<file path="config.mk">
export PLATFORM = sky130hd
export DESIGN_NAME = dsi_panel_timing_sequencer
export DESIGN_NICKNAME = d
export VERILOG_FILES = /design/src/hw/dsi_seq_pkg.sv /design/src/hw/dsi_interval_timer.sv /design/src/hw/dsi_raster_timing.sv /design/src/hw/dsi_panel_timing_sequencer.sv
export SDC_FILE = /design/constraint.sdc
export NUM_CORES = 1
export LEC_CHECK = 0
export BUFFER_PORTS_ARGS = -buffer_cell sky130_fd_sc_hd__clkbuf_2
export CORE_UTILIZATION = 62
export CTS_BUF_LIST = sky130_fd_sc_hd__clkbuf_2 sky130_fd_sc_hd__clkbuf_4 sky130_fd_sc_hd__clkbuf_8
export CTS_CLUSTER_SIZE = 14
export DETAILED_ROUTE_END_ITERATION = 10
export GPL_TIMING_DRIVEN = 0
export PLACE_DENSITY_LB_ADDON = 0.12
export SYNTH_ARGS = -nofsm -noshare
export SYNTH_HDL_FRONTEND = slang
export SYNTH_SLANG_ARGS = --single-unit
export TNS_END_PERCENT = 30
</file>
<file path="constraint.sdc">
create_clock -name clk_i -period 3.15 [get_ports clk_i]
set_input_delay 0.315 -clock clk_i [delete_from_list [all_inputs] [get_ports clk_i]]
set_output_delay 0.315 -clock clk_i [all_outputs]
set_load 0.01 [all_outputs]
</file>
<file path="src/hw/dsi_seq_pkg.sv">
// package for the panel timing sequencer: raster geometry, link timing, states
// assumes a single 50 MHz system clock drives every module that imports it
`default_nettype none
package dsi_seq_pkg;
  // system clock period, the base of every derived cycle count
  localparam int CLK_PERIOD_PS = 20000;
  // worst (longest) bit period the serialiser may use, for ui-based minima
  localparam int UI_MAX_PS = 12500;

  // least time in ps to whole cycles, rounded up, never below one cycle
  function automatic int ceil_cyc(input int ps);
    int c;
    c = (ps + CLK_PERIOD_PS - 1) / CLK_PERIOD_PS;
    return (c < 1) ? 1 : c;
  endfunction

  // clock lane entry and exit times, in their own units
  localparam int CLK_PREPARE_NS = 38;
  localparam int CLK_PREP_ZERO_NS = 300;
  localparam int CLK_TRAIL_NS = 60;
  localparam int HS_EXIT_NS = 100;
  localparam int CLK_POST_NS = 60;
  localparam int CLK_POST_UI = 52;
  localparam int CLK_PRE_UI = 8;

  // derived cycle counts, least times rounded up; zero is prepare-plus-zero less prepare
  localparam int CLK_PREPARE_CYC = ceil_cyc(CLK_PREPARE_NS * 1000);
  localparam int CLK_PREP_ZERO_CYC = ceil_cyc(CLK_PREP_ZERO_NS * 1000);
  localparam int CLK_ZERO_CYC = CLK_PREP_ZERO_CYC - CLK_PREPARE_CYC;
  localparam int CLK_TRAIL_CYC = ceil_cyc(CLK_TRAIL_NS * 1000);
  localparam int HS_EXIT_CYC = ceil_cyc(HS_EXIT_NS * 1000);
  localparam int CLK_POST_CYC = ceil_cyc(CLK_POST_NS * 1000 + CLK_POST_UI * UI_MAX_PS);
  localparam int CLK_PRE_CYC = ceil_cyc(CLK_PRE_UI * UI_MAX_PS);

  // lane timer width and typed load values
  localparam int LANE_TW = 8;
  localparam logic [LANE_TW-1:0] LD_PREPARE = LANE_TW'(CLK_PREPARE_CYC);
  localparam logic [LANE_TW-1:0] LD_ZERO = LANE_TW'(CLK_ZERO_CYC);
  localparam logic [LANE_TW-1:0] LD_TRAIL = LANE_TW'(CLK_TRAIL_CYC);
  localparam logic [LANE_TW-1:0] LD_EXIT = LANE_TW'(HS_EXIT_CYC);
  localparam logic [LANE_TW-1:0] LD_POST = LANE_TW'(CLK_POST_CYC);
  localparam logic [LANE_TW-1:0] LD_PRE = LANE_TW'(CLK_PRE_CYC);

  // power sequence times in ms, and cycles per ms
  localparam int CYC_PER_MS = 1000000000 / CLK_PERIOD_PS;
  localparam int RESET_LOW_MS = 10;
  localparam int POWER_TO_RESET_GAP_MS = 5;
  localparam int SLEEP_EXIT_MS = 120;
  localparam int MIN_UPTIME_MS = 200;
  localparam int RESET_LOW_DEF = RESET_LOW_MS * CYC_PER_MS;
  localparam int GAP_DEF = POWER_TO_RESET_GAP_MS * CYC_PER_MS;
  localparam int SLEEP_EXIT_DEF = SLEEP_EXIT_MS * CYC_PER_MS;
  localparam int MIN_UPTIME_DEF = MIN_UPTIME_MS * CYC_PER_MS;
  localparam int PW_TW = 24;

  // raster geometry in pixel clocks and lines
  localparam int RW = 11;
  localparam logic [RW-1:0] LINE_ACTIVE_PIXELS = 11'h320;
  localparam logic [RW-1:0] LINE_FRONT_PORCH = 11'h020;
  localparam logic [RW-1:0] LINE_SYNC_WIDTH = 11'h014;
  localparam logic [RW-1:0] LINE_BACK_PORCH = 11'h014;
  localparam logic [RW-1:0] FRAME_ACTIVE_LINES = 11'h500;
  localparam logic [RW-1:0] FRAME_FRONT_PORCH = 11'h010;
  localparam logic [RW-1:0] FRAME_SYNC_WIDTH = 11'h003;
  localparam logic [RW-1:0] FRAME_BACK_PORCH = 11'h00c;
  localparam logic [RW-1:0] H_SYNC_BEGIN = LINE_ACTIVE_PIXELS + LINE_FRONT_PORCH;
  localparam logic [RW-1:0] H_SYNC_END = H_SYNC_BEGIN + LINE_SYNC_WIDTH;
  localparam logic [RW-1:0] H_TOTAL = H_SYNC_END + LINE_BACK_PORCH;
  localparam logic [RW-1:0] V_SYNC_BEGIN = FRAME_ACTIVE_LINES + FRAME_FRONT_PORCH;
  localparam logic [RW-1:0] V_SYNC_END = V_SYNC_BEGIN + FRAME_SYNC_WIDTH;
  localparam logic [RW-1:0] V_TOTAL = V_SYNC_END + FRAME_BACK_PORCH;
  // 872 x 1311 x 60 stays under the 69 MHz pixel clock limit
  localparam longint FRAME_HZ = 60;
  localparam longint PIXEL_LIMIT_HZ = 69000000;
  localparam bit RATE_OK = (longint'(H_TOTAL) * longint'(V_TOTAL) * FRAME_HZ)
                           < PIXEL_LIMIT_HZ;

  // power sequencer states, gray along the power-on path
  typedef enum logic [2:0] {
    PW_OFF = 3'h0,
    PW_RST_LOW = 3'h1,
    PW_GAP = 3'h3,
    PW_SLEEP = 3'h2,
    PW_ON = 3'h6
  } pw_state_type;

  // clock lane states, gray around the burst loop
  typedef enum logic [2:0] {
    LN_IDLE = 3'h0,
    LN_PREP = 3'h1,
    LN_ZERO = 3'h3,
    LN_PRE = 3'h2,
    LN_RUN = 3'h6,
    LN_POST = 3'h7,
    LN_TRAIL = 3'h5,
    LN_EXIT = 3'h4
  } lane_state_type;
endpackage
`default_nettype wire

</file>
<file path="src/hw/dsi_interval_timer.sv">
// loadable down-counter; done while the count sits at zero
// assumes load and value come from logic on the same clock
`default_nettype none
module dsi_interval_timer
  import dsi_seq_pkg::*;
#(
  parameter int W = 8
) (
  // clock and reset
  input wire logic clk_i,
  input wire logic srst_i,
  // load request
  input wire logic load_i,
  input wire logic [W-1:0] value_i,
  // status
  output logic done_o
);
  typedef struct packed {
    logic [W-1:0] count; // cycles still to run
  } tmr_type;

  tmr_type q;
  tmr_type next_q;

  // a loaded value n keeps done low for n cycles, so intervals never shrink
  always_comb begin
    next_q = q;
    if (load_i) begin
      next_q.count = value_i;
    end else if (q.count != '0) begin
      next_q.count = q.count - 1'b1;
    end
  end

  // state register
  always_ff @(posedge clk_i) begin
    if (srst_i) begin
      q <= '0;
    end else begin
      q <= next_q;
    end
  end

  assign done_o = (q.count == '0);
endmodule
`default_nettype wire

</file>
<file path="src/hw/dsi_raster_timing.sv">
// raster generator: line and frame counters, sync and data-enable strobes
// assumes one pixel per clock while enable is high; restarts at frame top
`default_nettype none
module dsi_raster_timing
  import dsi_seq_pkg::*;
(
  // clock and reset
  input wire logic clk_i,
  input wire logic srst_i,
  // control
  input wire logic enable_i,
  // raster strobes
  output logic hsync_o,
  output logic vsync_o,
  output logic de_o,
  output logic frame_start_o
);
  typedef struct packed {
    logic [RW-1:0] h; // pixel within the line
    logic [RW-1:0] v; // line within the frame
    logic hs;
    logic vs;
    logic de;
    logic fs;
  } rast_type;

  rast_type q;
  rast_type next_q;

  // strobes decoded from the next counters so they line up with them
  always_comb begin
    next_q = q;
    if (!enable_i) begin
      // park on the last pixel so the first enabled clock shows pixel 0 of line 0
      next_q = '0;
      next_q.h = H_TOTAL - 1'b1;
      next_q.v = V_TOTAL - 1'b1;
    end else begin
      if (q.h == H_TOTAL - 1'b1) begin
        next_q.h = '0;
        next_q.v = (q.v == V_TOTAL - 1'b1) ? '0 : q.v + 1'b1;
      end else begin
        next_q.h = q.h + 1'b1;
      end
      next_q.de = (next_q.h < LINE_ACTIVE_PIXELS) && (next_q.v < FRAME_ACTIVE_LINES);
      next_q.hs = (next_q.h >= H_SYNC_BEGIN) && (next_q.h < H_SYNC_END);
      next_q.vs = (next_q.v >= V_SYNC_BEGIN) && (next_q.v < V_SYNC_END);
      next_q.fs = (next_q.h == '0) && (next_q.v == '0);
    end
  end

  // state register
  always_ff @(posedge clk_i) begin
    if (srst_i) begin
      q <= '0;
    end else begin
      q <= next_q;
    end
  end

  assign hsync_o = q.hs;
  assign vsync_o = q.vs;
  assign de_o = q.de;
  assign frame_start_o = q.fs;
endmodule
`default_nettype wire

</file>
<file path="src/hw/dsi_panel_timing_sequencer.sv">
// host-side panel sequencer: power-on order, clock lane hs entry and exit, raster
// assumes request inputs come from logic on clk_i; pins drive a d-phy front end
`default_nettype none
module dsi_panel_timing_sequencer
  import dsi_seq_pkg::*;
#(
  parameter int RESET_LOW_CYC = RESET_LOW_DEF,
  parameter int GAP_CYC = GAP_DEF,
  parameter int SLEEP_EXIT_CYC = SLEEP_EXIT_DEF,
  parameter int MIN_UPTIME_CYC = MIN_UPTIME_DEF
) (
  // clock and reset
  input wire logic clk_i,
  input wire logic srst_i,
  // power requests from the system
  input wire logic power_on_req_i,
  input wire logic power_off_req_i,
  // data lane handshake
  input wire logic data_hs_req_i,
  input wire logic data_lp_i,
  // panel power and control pins
  output logic logic_supply_en_o,
  output logic panel_reset_n_o,
  output logic link_enable_o,
  output logic sleep_exit_cmd_o,
  output logic power_ready_o,
  // clock lane drive
  output logic lp_dp_o,
  output logic lp_dn_o,
  output logic hs_drive_o,
  output logic clk_run_o,
  output logic data_hs_go_o,
  // raster strobes
  output logic hsync_o,
  output logic vsync_o,
  output logic de_o,
  output logic frame_start_o
);
  typedef struct packed {
    pw_state_type pw; // power sequence phase
    lane_state_type ln; // clock lane phase
    logic [PW_TW-1:0] uptime; // cycles since supply on, saturating
    logic [PW_TW-1:0] since; // cycles in the current power phase
    logic [LANE_TW-1:0] zcnt; // cycles of prepare plus zero so far
    logic supply;
    logic rst_n;
    logic link;
    logic slp_cmd;
    logic ready;
    logic dp;
    logic dn;
    logic hs;
    logic run;
    logic go;
  } core_type;

  core_type q;
  core_type next_q;
  logic pw_load; // restart the power timer
  logic [PW_TW-1:0] pw_val;
  logic pw_done;
  logic ln_load; // restart the lane timer
  logic [LANE_TW-1:0] ln_val;
  logic ln_done;

  // power timer: the long millisecond waits
  dsi_interval_timer #(.W(PW_TW)) pw_tmr (
    .clk_i(clk_i),
    .srst_i(srst_i),
    .load_i(pw_load),
    .value_i(pw_val),
    .done_o(pw_done)
  );

  // lane timer: the nanosecond entry and exit waits
  dsi_interval_timer #(.W(LANE_TW)) ln_tmr (
    .clk_i(clk_i),
    .srst_i(srst_i),
    .load_i(ln_load),
    .value_i(ln_val),
    .done_o(ln_done)
  );

  // raster only runs once the panel is out of sleep
  dsi_raster_timing raster (
    .clk_i(clk_i),
    .srst_i(srst_i),
    .enable_i(q.ready),
    .hsync_o(hsync_o),
    .vsync_o(vsync_o),
    .de_o(de_o),
    .frame_start_o(frame_start_o)
  );

  // next state for both sequencers
  always_comb begin
    next_q = q;
    next_q.slp_cmd = 1'b0; // command is a single-cycle request
    pw_load = 1'b0;
    pw_val = '0;
    ln_load = 1'b0;
    ln_val = '0;

    // power sequence
    case (q.pw)
      PW_OFF: begin
        if (power_on_req_i) begin
          next_q.pw = PW_RST_LOW;
          next_q.supply = 1'b1;
          next_q.rst_n = 1'b0;
          pw_load = 1'b1;
          pw_val = PW_TW'(RESET_LOW_CYC);
        end
      end
      PW_RST_LOW: begin
        if (pw_done) begin
          next_q.pw = PW_GAP;
          next_q.rst_n = 1'b1;
          // link comes up at once, well inside the gap
          next_q.link = 1'b1;
          pw_load = 1'b1;
          pw_val = PW_TW'(GAP_CYC);
        end
      end
      PW_GAP: begin
        if (pw_done) begin
          next_q.pw = PW_SLEEP;
          next_q.slp_cmd = 1'b1;
          pw_load = 1'b1;
          pw_val = PW_TW'(SLEEP_EXIT_CYC);
        end
      end
      PW_SLEEP: begin
        if (pw_done) begin
          next_q.pw = PW_ON;
          next_q.ready = 1'b1;
        end
      end
      PW_ON: begin
        // a burst is never cut; removal waits for an idle lane and the uptime
        if (power_off_req_i && (q.ln == LN_IDLE) &&
            (q.uptime >= PW_TW'(MIN_UPTIME_CYC))) begin
          next_q.pw = PW_OFF;
          next_q.supply = 1'b0;
          next_q.rst_n = 1'b0;
          next_q.link = 1'b0;
          next_q.ready = 1'b0;
        end
      end
      default: begin
        next_q.pw = PW_OFF;
        next_q.supply = 1'b0;
        next_q.rst_n = 1'b0;
        next_q.link = 1'b0;
        next_q.ready = 1'b0;
      end
    endcase

    // uptime and phase counters, both saturating
    if (!q.supply) begin
      next_q.uptime = '0;
    end else if (q.uptime != '1) begin
      next_q.uptime = q.uptime + 1'b1;
    end
    if (next_q.pw != q.pw) begin
      next_q.since = '0;
    end else if (q.since != '1) begin
      next_q.since = q.since + 1'b1;
    end

    // clock lane
    case (q.ln)
      LN_IDLE: begin
        next_q.dp = 1'b1;
        next_q.dn = 1'b1;
        next_q.zcnt = '0;
        // lane timer has already run out the exit time of the last burst before idle
        if (q.link && data_hs_req_i && ln_done) begin
          next_q.ln = LN_PREP;
          next_q.dp = 1'b0;
          next_q.dn = 1'b0;
          ln_load = 1'b1;
          ln_val = LD_PREPARE;
        end
      end
      LN_PREP: begin
        if (ln_done) begin
          next_q.ln = LN_ZERO;
          next_q.hs = 1'b1;
          ln_load = 1'b1;
          ln_val = LD_ZERO;
        end
      end
      LN_ZERO: begin
        if (ln_done) begin
          next_q.ln = LN_PRE;
          next_q.run = 1'b1;
          ln_load = 1'b1;
          ln_val = LD_PRE;
        end
      end
      LN_PRE: begin
        if (ln_done) begin
          next_q.ln = LN_RUN;
          next_q.go = 1'b1;
        end
      end
      LN_RUN: begin
        // end of burst only once the data lanes are back in low power
        if (!data_hs_req_i && data_lp_i) begin
          next_q.ln = LN_POST;
          next_q.go = 1'b0;
          ln_load = 1'b1;
          ln_val = LD_POST;
        end
      end
      LN_POST: begin
        if (ln_done) begin
          next_q.ln = LN_TRAIL;
          next_q.run = 1'b0;
          ln_load = 1'b1;
          ln_val = LD_TRAIL;
        end
      end
      LN_TRAIL: begin
        if (ln_done) begin
          next_q.ln = LN_EXIT;
          next_q.hs = 1'b0;
          next_q.dp = 1'b1;
          next_q.dn = 1'b1;
          ln_load = 1'b1;
          ln_val = LD_EXIT;
        end
      end
      LN_EXIT: begin
        if (ln_done) begin
          next_q.ln = LN_IDLE;
        end
      end
      default: begin
        next_q.ln = LN_IDLE;
      end
    endcase

    // helper count of prepare plus zero, read by the lane checks
    if ((q.ln == LN_PREP || q.ln == LN_ZERO) && (q.zcnt != '1)) begin
      next_q.zcnt = q.zcnt + 1'b1;
    end

    // without the link every lane line is held low
    if (!next_q.link) begin
      next_q.ln = LN_IDLE;
      next_q.dp = 1'b0;
      next_q.dn = 1'b0;
      next_q.hs = 1'b0;
      next_q.run = 1'b0;
      next_q.go = 1'b0;
    end
  end

  // state register
  always_ff @(posedge clk_i) begin
    if (srst_i) begin
      q <= '0;
    end else begin
      q <= next_q;
    end
  end

  // all control outputs straight from flops
  assign logic_supply_en_o = q.supply;
  assign panel_reset_n_o = q.rst_n;
  assign link_enable_o = q.link;
  assign sleep_exit_cmd_o = q.slp_cmd;
  assign power_ready_o = q.ready;
  assign lp_dp_o = q.dp;
  assign lp_dn_o = q.dn;
  assign hs_drive_o = q.hs;
  assign clk_run_o = q.run;
  assign data_hs_go_o = q.go;
endmodule
`default_nettype wire

</file>
==> flow_summary_export.csv <==
group,metric,value,unit
outcome,status,"completed",
place,placed_area,0.005363,mm²
synth,synth_edf_count,0,
sta,finalSetupTns,0,ns
synth,ys.flop_type,"dfxtp_1",
cts,htree_num_levels,3,
synth,yosysMostFrequentCell,"dfxtp_1",
cts,numClockSinks,97,
final_layout,area_delta_synth_final,8.837,%
synth,yosysTopAreaCellShare,0.3778,
grt,grt_pass1_vias,4504,
detailed_routing,drc,0,
cts,cts_buffer_depth,2,
synth,ys_warn_count,0,
worst_setup_path,cp.required,3.39,ns
final_layout,final_core_utilization,0.7092,
sta,tightest_slew,0.9590,ns
worst_setup_path,critical_path.top_delay_family,"simple AND/OR/NAND/NOR gates",
detailed_routing,ant_nets,0,
detailed_routing,finalWirelength,11.92,mm
detailed_routing,wl_per_cell,15.20,µm
place,globalplace.congestion,0.9376,
worst_setup_path,path_cells,"nor4_2, nand4_1, nor4_4, nor2_1, nand2_1, a211oi_1",
sta,whs,0.3318,ns
synth,synth_top_area_cell,"dfxtp_1",
cts,hold_buffers,0,
synth,ys_types,60,
cts,postCtsSetupBuffers,0,
synth,yosys-top-cells-count,"97 x dfxtp_1, 92 x nor2_1, 50 x nand2_1",
floorplan,io_pins,20,
hold_path,hold_depth,3,
worst_setup_path,worstPathArrival,3.06,ns
synth,synth-seq-cells,97,
sta,slew_headroom,0.3577,
sta,rsz0062_at_grt,"false",
floorplan,num_rows,32,
floorplan,die_y,93.05,µm
synth,synth_fp_nets,662,
floorplan,core-area,0.007888,mm²
synth,asyncSetResetFlopFracSynth,0,
detailed_routing,vias_per_cell,6.152,
synth,syn_area,0.005140,mm²
worst_setup_path,cp_num_buf_inv,0,
cts,cts_tree,"done",
power_and_ir_drop,pwr_density_cell,612.2,mW/mm²
detailed_routing,dr.pass1.iters,4,
grt,track_usage,0.2938,
cts,cts_root_buf,"clkbuf_8",
worst_setup_path,crit_fanout,9,
worst_setup_path,start_kind,"flip-flop",
worst_setup_path,cpPeakStageDelay,0.58,ns
cts,cts_made_buffers,9,
sta,setup_viol,0,
cts,cts_resized,0,
power_and_ir_drop,vdd_ir_drop_max,0.5061,mV
synth,avgSynthCellArea,7.944,µm²
power_and_ir_drop,leakage,0.002057,µW
detailed_routing,dr_total_vias,4823,
sta,period_needed,2.826,ns
synth,ys_seq_area_frac,0.3778,
floorplan,start_util,0.6516,
synth,synth_cells,647,
floorplan,die_w,93.05,µm
place,portBuffers,19,
grt,grt_overflow,0,
place,place_ws,0.4268,ns
sta,fin_crit_sh,0.8971,
floorplan,die_area,0.008658,mm²
cts,clkTransAtPathRegs,0.10,ns
final_layout,final_area,0.005594,mm²
sta,setup_ws,0.3241,ns
final_layout,diodes,0,
final_layout,fin_nets,692,
sta,fmax,353.9,MHz
run,cap_viol_max_count,0,
grt,antenna_found_initial,0,
worst_setup_path,r2r_cells,6,
sta,skew,0.01648,ns
synth,synth_area_leaders,"dfxtp_1 38%, nor2_1 6.7%, xnor2_1 5.5%, a21oi_1 4.2%, nand2_1 3.7%",
grt,grt_pass1_wl,20.41,mm
detailed_routing,drt-initial-drc-count,379,
worst_setup_path,cp_slowest_cell,"nor4_2",
worst_setup_path,critical_path_class,"flip-flop to flip-flop",
cts,clk_latency,0.37,ns
sta,final_max_slew_viol_count,0,
grt,grt_max_degree,17,
worst_setup_path,endpoint_kind,"flip-flop",
hold_path,min_path_type,"primary input to flip-flop",
final_layout,drive_gt1_frac,0.07771,
place,hpwl,8.427,mm
worst_setup_path,worst-path-stages,6,
sta,finalHoldViolations,0,
-- where the power goes --
| part | switching, µW | total [µW] | leakage (µW) | internal (µW) |
|---|---|---|---|---|
| logic | 581 | 994 | 0.00115 | 413 |
| clock network | 453 | 937 | 0.000118 | 484 |
| registers | 139 | 1490 | 0.000792 | 1350 |
-- final cells by class --
cell class / count / area (µm²)
Multi-Input combinational cell: 496 / 2985
Clock buffer: 11 / 145.1
Inverter: 20 / 75.07
Timing Repair Buffer: 19 / 95.09
Clock inverter: 5 / 86.33
Buffer: 34 / 137.6
Tap cell: 102 / 127.6
Sequential cell: 97 / 1942
Fill cell: 671 / 2293
-- registers in the layout, indices dropped and copies added (netlist names), named ones only --
| signal | cells |
|---|---|
| pw_tmr.q | 24 |
| ln_tmr.q | 8 |
| raster.de_o | 1 |
| logic_supply_en_o | 1 |
| hs_drive_o | 1 |
| raster.hsync_o | 1 |
| data_hs_go_o | 1 |
| link_enable_o | 1 |
| sleep_exit_cmd_o | 1 |
| raster.frame_start_o | 1 |
| raster.q | 22 |
| q | 28 |
| lp_dp_o | 1 |
| clk_run_o | 1 |
| raster.vsync_o | 1 |
| power_ready_o | 1 |
| panel_reset_n_o | 1 |
-- kinds of logic (layout without fill, tap and decap cells) --
logic type      after synthesis  after routing  share of synthesized area
simple gates                302            302                     0.3036
fa+ha+maj                     9              9                    0.02191
compound gates              132            132                     0.1641
flops                        97             97                     0.3778
buf+inv                      54             89                    0.04138
mux                           2              2                   0.004381
xor+xnor                     51             51                    0.08690
-- metrics by stage --
stage	total power, µW	cells
2_1_floorplan	2282	647
3_3_place_gp	2458	768
3_5_place_dp	2492	768
4_1_cts	3421	784
5_1_grt	3624	784
6_report	3425	784
-- layer usage --
layer  track usage  wire length [µm]
met5             0                 0
met4       0.08974                78
met3       0.05691               811
met2        0.4804              5557
met1        0.3918              5468
-- worst paths after layout --
| path | startpoint | end | slack (ns) |
|---|---|---|---|
| hold / removal | srst_i | q[69] | 0.33 |
| hold reg to reg | pw_tmr.q[1] | pw_tmr.q[1] | 0.53 |
| setup / recovery | pw_tmr.q[2] | pw_tmr.q[1] | 0.32 |
| setup reg to reg | pw_tmr.q[2] | pw_tmr.q[1] | 0.32 |
-- layout by cell type, fill, tap and decap left out, types with 14 or more instances in the layout --
master | netlist | layout
clkbuf_1 | 30 | 30
xor2_1 | 19 | 19
nand2_1 | 50 | 50
nand4_1 | 20 | 20
inv_1 | 20 | 20
dfxtp_1 | 97 | 97
nor2_1 | 92 | 92
nor3_1 | 26 | 26
clkbuf_2 | 0 | 19
a21oi_1 | 43 | 43
nor4_1 | 14 | 14
and3_1 | 16 | 16
nand3_1 | 23 | 23
o21ai_0 | 29 | 29
xnor2_1 | 32 | 32
-- worst reg2reg max path, stage by stage (launching register included) --
cell and delay, ns:
dfxtp_1 0.37, nor4_2 0.58, nand4_1 0.43, nor4_4 0.53, nor2_1 0.29, nand2_1 0.40
a211oi_1 0.10
(Power assumes the default switching activity.)
